==> src/include/i2cs_cfg.svh <==
// constants of the two-wire slave engine
`ifndef I2CS_CFG_SVH
`define I2CS_CFG_SVH

// address space
`define I2CS_TEN_HDR 5'h1E
`define I2CS_GEN_CALL_MAX 7'h03
`define I2CS_TEN_SPACE_MIN 7'h78
// byte framing
`define I2CS_LAST_BIT 4'h8
`define I2CS_LAST_TX_FALL 4'h7
// reset values
`define I2CS_RST_BYTE 8'h00
`define I2CS_RST_TX_BYTE 8'hFF
`define I2CS_RST_CNT 4'h0

`endif

==> src/include/i2cs_pkg.sv <==
// types of the two-wire slave engine
package i2cs_pkg;

    typedef enum logic [2:0] {
        I2CS_IDLE,
        I2CS_ADDR,
        I2CS_ADDR2,
        I2CS_ACK_OUT,
        I2CS_TX_HOLD,
        I2CS_TX_BITS,
        I2CS_TX_ACK,
        I2CS_RX_BITS
    } i2cs_state_t;

endpackage

==> src/include/i2cs_edge_if.sv <==
// synchronised bus levels and bus events from sampler to engine
`timescale 1ns/1ns
interface i2cs_edge_if;
    logic scl_level;
    logic sda_level;
    logic scl_rise;
    logic scl_fall;
    logic start_det;
    logic stop_det;

    modport src (
        output scl_level,
        output sda_level,
        output scl_rise,
        output scl_fall,
        output start_det,
        output stop_det
    );

    modport dst (
        input scl_level,
        input sda_level,
        input scl_rise,
        input scl_fall,
        input start_det,
        input stop_det
    );
endinterface

==> src/verilog/i2cs_slave.sv <==
// two-wire slave engine: address recognition, transmit and receive
//
// Contract
// - own address register holds ten bits
// - seven-bit mode matches low seven address bits
// - ten-bit header is 11110 plus A9 A8
// - second ten-bit byte matches low eight bits
// - general call, reserved, header codes never match
// - enabled slave idles until a Start
// - shift eight bits; bits 7:1 address, 0 direction
// - sample bus bits on SCL rising edge
// - match: acknowledge, event on ninth falling edge
// - address match leaves receive buffer untouched
// - read match: transmit, acknowledge, stretch SCL
// - clock release with transmit buffer full frees SCL, eight bits out
// - transmit SDA changes on SCL falling edge
// - event after each sent byte, any ack
// - free buffer, no overflow: load and acknowledge
// - buffer full: no ack, no load, event
// - overflow without full: load, but not acknowledge
// - ten-bit header miss or read: clear, idle
// - ten-bit second match: event, set match flag
`timescale 1ns/1ns
`include "i2cs_cfg.svh"
module i2cs_slave
    import i2cs_pkg::*;
(
    // clock, reset, enable
    input wire logic ref_clk_i,
    input wire logic reset_i,
    input wire logic clk_en_i,
    // bus pins, open drain
    input wire logic scl_i,
    input wire logic sda_i,
    output logic scl_o,
    output logic scl_oe_o,
    output logic sda_o,
    output logic sda_oe_o,
    // control
    input wire logic module_enable_bit_i,
    input wire logic ten_bit_address_select_i,
    input wire logic [9:0] own_slave_address_i,
    input wire logic clock_release_bit_i,
    input wire logic [7:0] transmit_buffer_i,
    input wire logic transmit_buffer_wr_i,
    input wire logic receive_buffer_rd_i,
    input wire logic overflow_clear_i,
    // status
    output logic [7:0] receive_buffer_o,
    output logic receive_buffer_full_o,
    output logic receive_overflow_flag_o,
    output logic slave_event_flag_o,
    output logic ten_bit_match_flag_o,
    output logic read_write_o,
    output logic transmit_buffer_full_o
);
    // =========================================================
    // bus sampling
    i2cs_edge_if bus_ev ();

    i2cs_bus_sampler u_sampler (
        .ref_clk_i(ref_clk_i),
        .reset_i(reset_i),
        .clk_en_i(clk_en_i),
        .scl_i(scl_i),
        .sda_i(sda_i),
        .bus_ev(bus_ev)
    );

    // =========================================================
    // state
    i2cs_state_t state_reg;
    i2cs_state_t state_next;
    i2cs_state_t after_reg;
    i2cs_state_t after_next;
    logic [3:0] bit_cnt_reg;
    logic [3:0] bit_cnt_next;
    logic [7:0] receive_shift_reg;
    logic [7:0] receive_shift_next;
    logic [7:0] tx_shift_reg;
    logic [7:0] tx_shift_next;
    logic sda_oe_next;
    logic scl_oe_next;
    logic rw_next;
    logic ev_pulse;
    logic rx_load;
    logic ov_set;
    logic ten_set;
    logic ten_clr;
    logic tx_take;
    logic addr7_hit;
    logic hdr_hit;
    logic lo_hit;

    // address codes that are never a slave's own 7-bit address
    function automatic logic addr_reserved(input logic [6:0] a);
        addr_reserved = (a <= `I2CS_GEN_CALL_MAX) || (a >= `I2CS_TEN_SPACE_MIN);
    endfunction

    // =========================================================
    // address compare
    always_comb
    begin
        addr7_hit = !ten_bit_address_select_i
            && (receive_shift_reg[7:1] == own_slave_address_i[6:0])
            && !addr_reserved(own_slave_address_i[6:0]);
        hdr_hit = ten_bit_address_select_i
            && (receive_shift_reg[7:3] == `I2CS_TEN_HDR)
            && (receive_shift_reg[2:1] == own_slave_address_i[9:8])
            && !receive_shift_reg[0];
        lo_hit = (receive_shift_reg == own_slave_address_i[7:0]);
    end

    // =========================================================
    // sequencer
    always_comb
    begin
        state_next = state_reg;
        after_next = after_reg;
        bit_cnt_next = bit_cnt_reg;
        receive_shift_next = receive_shift_reg;
        tx_shift_next = tx_shift_reg;
        sda_oe_next = sda_oe_o;
        scl_oe_next = scl_oe_o;
        rw_next = read_write_o;
        ev_pulse = 1'b0;
        rx_load = 1'b0;
        ov_set = 1'b0;
        ten_set = 1'b0;
        ten_clr = 1'b0;
        tx_take = 1'b0;
        if (!module_enable_bit_i || bus_ev.stop_det)
        begin
            state_next = I2CS_IDLE;
            sda_oe_next = 1'b0;
            scl_oe_next = 1'b0;
        end
        else if (bus_ev.start_det)
        begin
            state_next = I2CS_ADDR;
            bit_cnt_next = `I2CS_RST_CNT;
            sda_oe_next = 1'b0;
            scl_oe_next = 1'b0;
        end
        else
        begin
            unique case (state_reg)
                I2CS_IDLE:
                begin
                    sda_oe_next = 1'b0;
                    scl_oe_next = 1'b0;
                end
                I2CS_ADDR, I2CS_ADDR2, I2CS_RX_BITS:
                begin
                    if (bus_ev.scl_rise && bit_cnt_reg != `I2CS_LAST_BIT)
                    begin
                        receive_shift_next = {receive_shift_reg[6:0], bus_ev.sda_level};
                        bit_cnt_next = bit_cnt_reg + 4'h1;
                    end
                    else if (bus_ev.scl_fall && bit_cnt_reg == `I2CS_LAST_BIT)
                    begin
                        state_next = I2CS_ACK_OUT;
                        if (state_reg == I2CS_ADDR && addr7_hit)
                        begin
                            sda_oe_next = 1'b1;
                            rw_next = receive_shift_reg[0];
                            after_next = receive_shift_reg[0] ? I2CS_TX_HOLD
                                : I2CS_RX_BITS;
                        end
                        else if (state_reg == I2CS_ADDR && hdr_hit)
                        begin
                            sda_oe_next = 1'b1;
                            rw_next = 1'b0;
                            ten_clr = 1'b1;
                            after_next = I2CS_ADDR2;
                        end
                        else if (state_reg == I2CS_ADDR2 && lo_hit)
                        begin
                            sda_oe_next = 1'b1;
                            ten_set = 1'b1;
                            after_next = I2CS_RX_BITS;
                        end
                        else if (state_reg == I2CS_RX_BITS)
                        begin
                            rx_load = !receive_buffer_full_o;
                            ov_set = receive_buffer_full_o;
                            sda_oe_next = !receive_buffer_full_o
                                && !receive_overflow_flag_o;
                            after_next = I2CS_RX_BITS;
                        end
                        else
                        begin
                            state_next = I2CS_IDLE;
                            ten_clr = ten_bit_address_select_i;
                        end
                    end
                end
                I2CS_ACK_OUT:
                begin
                    if (bus_ev.scl_fall)
                    begin
                        ev_pulse = 1'b1;
                        sda_oe_next = 1'b0;
                        bit_cnt_next = `I2CS_RST_CNT;
                        state_next = after_reg;
                        scl_oe_next = (after_reg == I2CS_TX_HOLD);
                    end
                end
                I2CS_TX_HOLD:
                begin
                    scl_oe_next = 1'b1;
                    if (clock_release_bit_i && transmit_buffer_full_o)
                    begin
                        tx_take = 1'b1;
                        tx_shift_next = transmit_buffer_i;
                        sda_oe_next = !transmit_buffer_i[7];
                        scl_oe_next = 1'b0;
                        bit_cnt_next = `I2CS_RST_CNT;
                        state_next = I2CS_TX_BITS;
                    end
                end
                I2CS_TX_BITS:
                begin
                    if (bus_ev.scl_fall)
                    begin
                        if (bit_cnt_reg == `I2CS_LAST_TX_FALL)
                        begin
                            sda_oe_next = 1'b0;
                            state_next = I2CS_TX_ACK;
                        end
                        else
                        begin
                            tx_shift_next = {tx_shift_reg[6:0], 1'b0};
                            sda_oe_next = !tx_shift_reg[6];
                            bit_cnt_next = bit_cnt_reg + 4'h1;
                        end
                    end
                end
                I2CS_TX_ACK:
                begin
                    if (bus_ev.scl_rise)
                    begin
                        receive_shift_next[0] = bus_ev.sda_level;
                    end
                    else if (bus_ev.scl_fall)
                    begin
                        ev_pulse = 1'b1;
                        scl_oe_next = !receive_shift_reg[0];
                        state_next = receive_shift_reg[0] ? I2CS_IDLE : I2CS_TX_HOLD;
                    end
                end
            endcase
        end
    end

    // =========================================================
    // sequencer registers
    always_ff @(posedge ref_clk_i)
    begin
        if (reset_i)
        begin
            state_reg <= I2CS_IDLE;
            after_reg <= I2CS_IDLE;
            bit_cnt_reg <= `I2CS_RST_CNT;
            receive_shift_reg <= `I2CS_RST_BYTE;
            tx_shift_reg <= `I2CS_RST_TX_BYTE;
            read_write_o <= 1'b0;
        end
        else if (clk_en_i)
        begin
            state_reg <= state_next;
            after_reg <= after_next;
            bit_cnt_reg <= bit_cnt_next;
            receive_shift_reg <= receive_shift_next;
            tx_shift_reg <= tx_shift_next;
            read_write_o <= rw_next;
        end
    end

    // =========================================================
    // pin drive: lines are only ever pulled low
    always_ff @(posedge ref_clk_i)
    begin
        if (reset_i)
        begin
            sda_oe_o <= 1'b0;
            scl_oe_o <= 1'b0;
            sda_o <= 1'b0;
            scl_o <= 1'b0;
        end
        else if (clk_en_i)
        begin
            sda_oe_o <= sda_oe_next;
            scl_oe_o <= scl_oe_next;
            sda_o <= 1'b0;
            scl_o <= 1'b0;
        end
    end

    // =========================================================
    // receive buffer and flags; a hardware set wins over a clear
    always_ff @(posedge ref_clk_i)
    begin
        if (reset_i)
        begin
            receive_buffer_o <= `I2CS_RST_BYTE;
            receive_buffer_full_o <= 1'b0;
            receive_overflow_flag_o <= 1'b0;
        end
        else if (clk_en_i)
        begin
            if (rx_load)
            begin
                receive_buffer_o <= receive_shift_reg;
            end
            if (rx_load)
            begin
                receive_buffer_full_o <= 1'b1;
            end
            else if (receive_buffer_rd_i)
            begin
                receive_buffer_full_o <= 1'b0;
            end
            if (ov_set)
            begin
                receive_overflow_flag_o <= 1'b1;
            end
            else if (overflow_clear_i)
            begin
                receive_overflow_flag_o <= 1'b0;
            end
        end
    end

    // =========================================================
    // transmit buffer holding flag, event pulse, ten-bit match flag
    always_ff @(posedge ref_clk_i)
    begin
        if (reset_i)
        begin
            transmit_buffer_full_o <= 1'b0;
            slave_event_flag_o <= 1'b0;
            ten_bit_match_flag_o <= 1'b0;
        end
        else if (clk_en_i)
        begin
            if (transmit_buffer_wr_i)
            begin
                transmit_buffer_full_o <= 1'b1;
            end
            else if (tx_take)
            begin
                transmit_buffer_full_o <= 1'b0;
            end
            slave_event_flag_o <= ev_pulse;
            if (ten_set)
            begin
                ten_bit_match_flag_o <= 1'b1;
            end
            else if (ten_clr)
            begin
                ten_bit_match_flag_o <= 1'b0;
            end
        end
    end
endmodule // i2cs_slave

==> src/verilog/i2cs_bus_sampler.sv <==
// pin synchroniser and SCL / SDA event detector
`timescale 1ns/1ns
module i2cs_bus_sampler (
    // clock and reset
    input wire logic ref_clk_i,
    input wire logic reset_i,
    input wire logic clk_en_i,
    // bus pins
    input wire logic scl_i,
    input wire logic sda_i,
    // events
    i2cs_edge_if.src bus_ev
);
    // =========================================================
    // three-flop synchronisers, then one history stage
    logic [1:0] scl_meta_reg;
    logic [1:0] sda_meta_reg;
    logic scl_sync_reg;
    logic sda_sync_reg;
    logic scl_prev_reg;
    logic sda_prev_reg;

    always_ff @(posedge ref_clk_i)
    begin
        if (reset_i)
        begin
            scl_meta_reg <= 2'h3;
            sda_meta_reg <= 2'h3;
            scl_sync_reg <= 1'h1;
            sda_sync_reg <= 1'h1;
            scl_prev_reg <= 1'h1;
            sda_prev_reg <= 1'h1;
        end
        else if (clk_en_i)
        begin
            scl_meta_reg <= {scl_meta_reg[0], scl_i};
            sda_meta_reg <= {sda_meta_reg[0], sda_i};
            scl_sync_reg <= scl_meta_reg[1];
            sda_sync_reg <= sda_meta_reg[1];
            scl_prev_reg <= scl_sync_reg;
            sda_prev_reg <= sda_sync_reg;
        end
    end

    // =========================================================
    // events, valid for one enabled cycle
    assign bus_ev.scl_level = scl_sync_reg;
    assign bus_ev.sda_level = sda_sync_reg;
    assign bus_ev.scl_rise = clk_en_i & scl_sync_reg & ~scl_prev_reg;
    assign bus_ev.scl_fall = clk_en_i & ~scl_sync_reg & scl_prev_reg;
    assign bus_ev.start_det = clk_en_i & scl_sync_reg & scl_prev_reg
        & ~sda_sync_reg & sda_prev_reg;
    assign bus_ev.stop_det = clk_en_i & scl_sync_reg & scl_prev_reg
        & sda_sync_reg & ~sda_prev_reg;
endmodule // i2cs_bus_sampler

==> config.mk <==
export PLATFORM = sky130hd
export DESIGN_NAME = i2cs_slave
export DESIGN_NICKNAME = d
export VERILOG_FILES = /design/src/include/i2cs_pkg.sv /design/src/include/i2cs_edge_if.sv /design/src/verilog/i2cs_slave.sv /design/src/verilog/i2cs_bus_sampler.sv
export VERILOG_INCLUDE_DIRS = /design/src /design/src/include
export SDC_FILE = /design/constraint.sdc
export NUM_CORES = 1
export LEC_CHECK = 0
export BUFFER_PORTS_ARGS = -buffer_cell sky130_fd_sc_hd__buf_2
export CAP_MARGIN = 15
export CORE_MARGIN = 10
export CORE_UTILIZATION = 25
export CTS_BUF_LIST = sky130_fd_sc_hd__clkbuf_4 sky130_fd_sc_hd__clkbuf_8
export CTS_CLUSTER_SIZE = 40
export DETAILED_ROUTE_END_ITERATION = 10
export MAX_ROUTING_LAYER = met4
export PLACE_DENSITY = 0.51
export SLEW_MARGIN = 20
export SYNTH_ARGS = -nofsm -noshare
export SYNTH_HDL_FRONTEND = slang
export SYNTH_HIERARCHICAL = 1
export SYNTH_SLANG_ARGS = --single-unit
==> constraint.sdc <==
create_clock -name ref_clk_i -period 3 [get_ports ref_clk_i]
set_clock_uncertainty 0.15 [all_clocks]
set_input_delay 0.6 -clock ref_clk_i [delete_from_list [all_inputs] [get_ports ref_clk_i]]
set_output_delay 0.6 -clock ref_clk_i [all_outputs]
set_load 0.02 [all_outputs]
### Word-level counts from Yosys, hierarchy flattened

Index checks and enable logic that the tools add are counted.

| word-level totals | value |
|---|---|
| flip-flop bits (word level) | 49 |
| input port bits | 29 |
| logic and storage cells | 233 |
| output and inout port bits | 18 |

| operators by class | value |
|---|---|
| add/sub/neg operators | 1 |
| bitwise operators | 16 |
| multiplexer cells | 109 |
| reductions and logical operators | 50 |
| $lt $le $gt $ge | 2 |
| equality and inequality tests | 34 |

Operators by type and width:

| operator | count |
|---|---|
| two-way mux 1 bit | 73 |
| two-way mux 3 bit | 15 |
| != test 4 bit, second input constant | 9 |
| two-way mux 4 bit | 6 |
| two-way mux 7 bit | 3 |
| AND reduction 7 bit | 3 |
| case mux 4 bit (4 select lines) | 1 |
| AND reduction 8 bit | 2 |
| == test 3 bit, second input constant | 5 |
| != test 3 bit, second input constant | 5 |
| case mux 3 bit (5 select lines) | 1 |
| case mux 7 bit (2 select lines) | 1 |
| nonzero test 2 bit | 7 |
| nonzero test 7 bit | 2 |
| logical AND 1 bit | 12 |
| two-way mux 2 bit | 5 |
| != test 2 bit, second input constant | 5 |
| AND reduction 10 bit | 1 |
| AND reduction 2 bit | 5 |
| AND reduction 5 bit | 2 |
| bitwise AND 1 bit | 9 |
| == test 8 bit | 1 |
| logical NOT 1 bit | 8 |
| == test 7 bit | 1 |
| other kinds (21) | 30 |

### Logic depth before layout (Yosys ltp)

Gate-level depths: netlist of run 1.

| depth | value |
|---|---|
| depth after elaboration | 14 |
| gate-level depth with buffers | 10 |
| depth with buffers taken out | 8 |

### Hierarchy

The synthesis of run 1 kept the hierarchy.

By module, submodules not included:

| module | cells an instance | seq. area each (µm²) | instances | area each (µm²) |
|---|---|---|---|---|
| i2cs_slave | 307 | 820.8 | 1 | 2467.4 |
| i2cs_bus_sampler | 33 | 160.2 | 1 | 351.6 |

### Worst setup path after synthesis of run 1

OpenSTA, ideal clock, no wires.

| timing path | value |
|---|---|
| path type | input -> register |
| from | input clk_en_i |
| to | register receive_buffer_o[0] |
| arrival | 2.579 ns |
| data required time | 2.722 ns |
| stages | 9 |
| library setup time | 0.128 ns |
| setup slack | 0.143 ns |
| buffers on the path | 1 |
| path through | buf_6 -> nand3_4 -> nor3b_2 -> nand3b_2 -> or2_1 -> or4_4 -> a2111oi_4 -> mux2i_1 -> nor2_1 |

| on the way | value |
|---|---|
| elaborated cells on any way between the ends | 18 |
| classes of those cells | mux (5); bitwise (9); reduce/logical (4) |

RTL lines:

| element | RTL line | text |
|---|---|---|
| start, declared | i2cs_slave.sv:31 | `input wire logic clk_en_i,` |
| bitwise AND 1 bit (2 in a row) | i2cs_bus_sampler.sv:53 | `assign bus_ev.stop_det = clk_en_i & scl_sync_reg & scl_prev_reg` |
| bitwise AND 1 bit (2 in a row) | i2cs_bus_sampler.sv:54 | `& sda_sync_reg & ~sda_prev_reg;` |
| net bus_ev.stop_det | i2cs_edge_if.sv:9 | `logic stop_det;` |
| logical OR 1 bit | i2cs_slave.sv:132 | `if (!module_enable_bit_i \|\| bus_ev.stop_det)` |
| two-way mux 1 bit | i2cs_slave.sv:132 |  |
| AND reduction 2 bit (no line) | n/a |  |
| end signal, assigned | i2cs_slave.sv:306 | `` receive_buffer_o <= `I2CS_RST_BYTE; `` |
| end signal, assigned | i2cs_slave.sv:314 | `receive_buffer_o <= receive_shift_reg;` |
| end, declared | i2cs_slave.sv:49 | `output logic [7:0] receive_buffer_o,` |

The timed path passes the listed nets, and every way through them passes these cells.
A chain may end at the register's enable or synchronous reset.

### Final worst setup path of run 1

| timing path | value |
|---|---|
| from | input clk_en_i |
| to | register receive_buffer_o[5] |

Same word-level chain as after synthesis.

==> summary.md, run 1 <==
| Metric | Value |
|---|---|
| Outcome | completed |
| Slew @ Worst Pin | 512 ps |
| Max-cap violations | 0 |
| Clk Tree Root Cell | clkbuf_8 |
| Yosys warns | 6 |
| Die H | ~130 microns |
| Die area | ~0.016 sq mm |
| RR Startpoint | bit_cnt_reg[0] |
| RSZ-0062 raised after global routing | false |
| Sequential share of the synthesized area | 0.348 |
| Die W | 126 microns |
| DR WL/cell | about 15 microns |
| Worst path max stage delay | around 520 ps |
| Commonest non-fill, non-tap cells in the layout | 49 x dfxtp_1, 44 x buf_2, 39 x nor2_1, 29 x nand2_1, 23 x mux2i_1 |
| Post-CTS sizing | 0 |
| DRT Pass-1 Iters | 5 |
| Initial antenna violation count | 0 |
| Xor and xnor fraction of the mapped netlist area | 0.0497 |
| Synth area leaders | dfxtp_1 35%, mux2i_1 8.2%, nor2_1 5.2%, xnor2_1 4.3%, nand2_1 3.9% |
| Leakage | about 1.4 nW |
| Worst reg-to-reg path cell count | 9 |
| Post-synth top area cell | dfxtp_1 |
| Vias per inst | 4.82 |
| FF/Latch Area | 981 sq um |
| Count of final hold-check violations | 0 |
| Worst hold start | tx_shift_reg[0] |
| Layout cells sized above 1 | 0.215 |
| Hold Crit Class | flop to flop |
| Clock sinks | 49 |
| Crit path DAT | roughly 2600 ps |
| Num CTS Buffers | 5 |
| Drc violations | 0 |
| P per Cell Area | a little under 400 mW/mm^2 |
| Initial DRC Count | 152 |
| Max Fclk | roughly 0.4 GHz |
| Final slew viol count | 0 |
| Ys flop type | dfxtp_1 |
| Grt ovf | 0 |
| Setup Fix Bufs, Post-CTS | 0 |
| Post-synthesis cell count | 340 |
| Worst-Skew Late Latency | roughly 310 ps |
| Placed wire-length estimate | ~6000 microns |
| Area after DPL | 0.00326 sq mm |
| Via count | ~2,600 |
| Synth Area in Simple Gates | 0.246 |
| R2r endpoint | bit_cnt_reg[2] |
| Antenna viol nets, final | 0 |
| Post-synthesis mux area share | 0.0857 |
| WL final | a little under 8000 microns |
| Fill cells | roughly 1,200 |
| GRT Util Overall | 0.0986 |
| CTS tree | yes |
| Hold endpoint | tx_shift_reg[0] |
| Hold Crit Depth | 2 |
| Area grow syn2layout | 20.3% |
| Startpoint Class | input port |
| Largest family of logic cells by synthesized area | simple AND/OR/NAND/NOR gates |
| Synth Register Bits | 49 |
| Crit-path cells | buf_2 -> nand3_4 -> nor3b_2 -> nand3b_2 -> or2_1 -> or4_4 -> a2111oi_4 -> buf_4 -> mux2i_1 -> nor2_1 |
| Largest net degree at the start of global routing | 41 |
| Initial Util | 0.258 |
| Critical-path top delay cell | or4_4 |
| Max rail drop VDD | around 0.00017 V |
| Setup tns final | 0 ps |
| Async SR Flop Fraction | 0 |
| Data required, critical path | just over 3000 ps |
| Clock buffer depth | 2 |
| Reg2Reg Setup Slack | approximately 500 ps |
| Input/output buffers | 44 |
| Most common cell after layout, fill and taps aside | dfxtp_1 |
| Total Nets Final | 420 |
| Min cycle time layout | ~2500 ps |
| Final setup viols | 0 |
| Post-synth EDFFs | 0 |
| Hold Slack | 292 ps |
| Number of global-route vias before repair | between 2,000 and 2,500 |
| Diodes inserted | 0 |
| Post-synth top area share | 0.348 |
| Final Cycle Share | 0.846 |
| CTS clock-pin slew for the worst setup and hold paths | about 90 ps |
| Top Ports | 47 |
| Area share of fa/ha/maj cells after synthesis | 0.0124 |
| Core area | ~0.011 sq mm |
| GP Congestion | around 0.88 |
| CP max FO | 9 |
| Critical path type | input port to flop |
| First-pass GRT wire length | 12,800 microns |
| Number of core rows | 38 |
| Synthesized area | between 0.002 and 0.003 sq mm |
| Rel. slew slack | 0.658 |
| Syn_area_per_cell | 8.29 sq um |
| Worst setup EP type | flop |
| Multi-input combinational cell area | roughly 0.0017 sq mm |
| Netlist cell types | 61 |
| H-Tree Depth | 2 |
| Compound-Gate Fraction of Synth Area | 0.204 |
| Post-route cell area | 0.00339 sq mm |
| Hold-fix buffers, CTS | 0 |
critical path, delay by kind of cell:
kind	cells	cell delay [ps]
AOI/OAI and AO/OA	1	190
buffers and inverters	2	410
muxes	1	200
and+or+nand+nor	6	1170
layer usage:
metal	track usage	part of all wire	routed length (microns)
met1	0.131	0.49	3790
met2	0.149	0.46	3550
met3	0.0164	0.036	279
met4	0.0315	0.011	86
met5	-	0	0
power breakdown:
group	switching (mW)	total, mW	internal (mW)	leakage [nW]
Sequential	0.00667	0.665	0.658	0.397
Clock	0.230	0.561	0.331	0.0681
Combinational	0.0673	0.116	0.0492	0.903
cells in the mapped netlist, types with 9 or more instances:
master / instances
nand3_1: 12
dfxtp_1: 49
nor3_1: 11
mux2i_1: 23
inv_1: 12
clkbuf_1: 14
a211o_1: 9
nor2_1: 39
xnor2_1: 14
nand2_1: 29
o21ai_0: 14
nor2b_1: 9
a21oi_1: 14
worst max path at each step:
stage	startpoint	end	slack [ps]	cells after the start
2_1_floorplan	clk_en_i	receive_buffer_o[0]	140	9
3_3_place_gp	clk_en_i	receive_buffer_o[3]	170	10
3_5_place_dp	clk_en_i	receive_buffer_o[5]	140	10
4_1_cts	clk_en_i	receive_buffer_o[0]	460	10
5_1_grt	bit_cnt_reg[0]	bit_cnt_reg[3]	350	9
6_report	clk_en_i	receive_buffer_o[5]	460	10
kinds of logic after synthesis:
logic type / Yosys count
compound gates: 78
flops: 49
xor+xnor: 16
other cells: 1
fa+ha+maj: 3
simple gates: 135
mux: 24
buf+inv: 34
per-stage QoR:
stage                util  worst slack (ps)  power [mW]  std cells
finish              0.310               461        1.34        530
global route        0.310               345        1.41        530
CTS                 0.310               462        1.37        530
detailed placement  0.298               135       0.797        522
global placement    0.298               169       0.795        522
floorplan               -               143       0.749        341
final cells by class:
class	instances	share of cell area
Clock buffer	5	0.0203
Clock inverter	3	0.0192
Inverter	12	0.0133
Multi-Input combinational cell	258	0.499
Sequential cell	49	0.289
Tap cell	140	0.0517
Timing Repair Buffer	63	0.107
(Power assumes the default switching activity.)
==> run 2, diff against run 1 <==
- PLACE_DENSITY: 0.51 -> 0.52
- clock period: 3 -> 2.2 ns (I/O delays scaled with it)
==> run 2 against run 1 <==
  * The run now ends with negative setup slack left
  * Register-to-register slack worse by 600 ps
  * Worst hold slack worse by 110 ps
  * Combinational power is 98% higher
  * Critical endpoint is now receive_buffer_o[1]
==> summary.md, run 2 (same netlist as run 1, synthesis figures left out) <==
| Metric | Value |
|---|---|
| Die H | 126 microns |
| GRT Util Overall | 0.113 |
| Most common cell after layout, fill and taps aside | buf_4 |
| Hold-fix buffers, CTS | 0 |
| Leakage | ~1.8 nW |
| Placed wire-length estimate | between 7000 and 8000 microns |
| Die area | around 0.016 sq mm |
| CTS tree | yes |
| Initial antenna violation count | 0 |
| Final setup viols | 10 |
| Place WS | -359 ps |
| DR WL/cell | 14.7 microns |
| Antenna viol nets, final | 0 |
| Clk Tree Root Cell | clkbuf_8 |
| Top Ports | 47 |
| P per Cell Area | between 400 and 500 mW/mm^2 |
| Grt ovf | 0 |
| Max-cap violations | 0 |
| Fill cells | ~1,100 |
| Input/output buffers | 44 |
| CP max FO | 8 |
| Vias per inst | roughly 4.8 |
| Max Fclk | ~0.44 GHz |
| Finished Layout Cells | approximately 610 |
| Startpoint Class | flop |
| Num CTS Buffers | 5 |
| Max rail drop VDD | between 0.0002 and 0.0003 V |
| Drc violations | 0 |
| Crit path DAT | approximately 2400 ps |
| Clock sinks | between 40 and 50 |
| Kind of cell adding the most delay to the critical path | simple AND/OR/NAND/NOR gates |
| Worst-Skew Late Latency | approximately 310 ps |
| Placed cells | 592 |
| Layout cells sized above 1 | 0.396 |
| DRT Pass-1 Iters | 4 |
| Rel. slew slack | 0.664 |
| Worst setup EP type | flop |
| Min cycle time layout | between 2000 and 2500 ps |
| Clock buffer depth | 2 |
| Commonest non-fill, non-tap cells in the layout | 91 x buf_4, 45 x buf_2, 44 x dfxtp_1, 38 x nor2_1, 28 x nand2_1 |
| Worst path max stage delay | around 500 ps |
| Setup WS post-layout | -92.8 ps |
| Number of core rows | 38 |
| Count of final hold-check violations | 0 |
| RSZ-0062 raised after global routing | true |
| Number of global-route vias before repair | between 2,000 and 3,000 |
| Failing checks | negative setup slack |
| Core area | between 0.01 and 0.015 sq mm |
| Outcome | complete, but fails checks |
| Initial DRC Count | 102 |
| Final Cycle Share | 1.04 |
| Crit-path cells | nand3_4 -> nor3b_2 -> nand3b_4 -> or2_4 -> or4_4 -> a2111oi_4 -> buf_6 -> mux2i_1 -> nor2_1 |
| Area grow syn2layout | 46.4% |
| WL final | 8940 microns |
| Post-route cell area | between 0.004 and 0.005 sq mm |
| Die W | 126 microns |
| Area after DPL | approximately 0.0038 sq mm |
| Via count | about 2,900 |
| CP bufs+invs | 1 |
| Initial Util | 0.258 |
| H-Tree Depth | 2 |
| CTS clock-pin slew for the worst setup and hold paths | around 100 ps |
| Total Nets Final | slightly below 500 |
| Diodes inserted | 0 |
| Data required, critical path | 2260 ps |
| Final slew viol count | 0 |
| Critical-path top delay cell | or4_4 |
| First-pass GRT wire length | around 15,000 microns |
| Largest net degree at the start of global routing | 20 |
| GP Congestion | roughly 0.91 |
| Slew @ Worst Pin | about 500 ps |
| Critical path type | flop to flop |
| Hold Crit Class | input port to flop |
run 2: cell types whose count changed in the layout (fill, tap and decap cells not counted), moves of 3 or more:
cell     previous run  this run
buf_4              19        91
dfxtp_1            49        44
dfxtp_2             0         4
o21ai_0            14        10
buf_6               0         3
o21ai_1             0         4
run 2: report_power, final:
part	leakage (nW)	switching [mW]	total [mW]	internal, mW
Clock	0.0687	0.342	0.801	0.458
Combinational	1.32	0.110	0.230	0.119
Sequential	0.398	0.00705	0.904	0.897
Total	1.79	0.460	1.93	1.47
run 2: what timing repair did:
action / 4_1_cts / 5_1_grt
setup endpoints to repair: 15 / 24
endpoints found under the hold margin: 0 / 0
buffers inserted: 2 / 4
gates cloned: 0 / 1
pin swaps: 9 / 12
gates resized for setup: 11 / 23
run 2: layer usage:
layer,GRT usage,up-vias,wire length (microns)
li1,-,1475,-
met1,0.140,1358,4190
met2,0.186,62,4260
met3,0.0155,10,346
met4,0.0348,0,148
met5,-,-,0
run 2: through the flow:
stage | power [mW] | hold slack, ps | util | setup TNS [ps]
CTS | 1.94 | 169 | 0.368 | -720
finish | 1.93 | 179 | 0.377 | -733
floorplan | 1.03 | 265 | - | -4290
global route | 2.01 | 180 | 0.377 | -1970
global placement | 1.14 | 283 | 0.350 | -4530
detailed placement | 1.14 | 285 | 0.350 | -5100
run 2: worst reg2reg max path: cells and delay by family (launching register included):
kind	cells	cell delay, ps
flip-flops	1	350
AO/OA/AOI/OAI	1	220
AND/OR/NAND/NOR	6	1080
buffers and inverters	1	200
multiplexers	1	200
run 2: final cells by class:
cell class | instances | area, sq um | share of cell area
clock buffers | 5 | 68.8 | 0.0167
inverters | 12 | 45.0 | 0.0109
flip-flops and latches | 49 | 990 | 0.240
clock inverters | 3 | 68.8 | 0.0167
multi-input cells | 258 | 1820 | 0.440
repair buffers | 140 | 962 | 0.233
well taps | 140 | 175 | 0.0424
run 2: worst paths after layout:
path                          startpoint                         to  slack (ps)  depth (start not counted)
hold / removal                     scl_i  u_sampler/scl_meta_reg[0]         180                          2
hold reg to reg          tx_shift_reg[0]            tx_shift_reg[0]         300                          2
setup reg to reg  u_sampler/scl_prev_reg        receive_buffer_o[1]         -90                          9
setup / recovery  u_sampler/scl_prev_reg        receive_buffer_o[1]         -90                          9
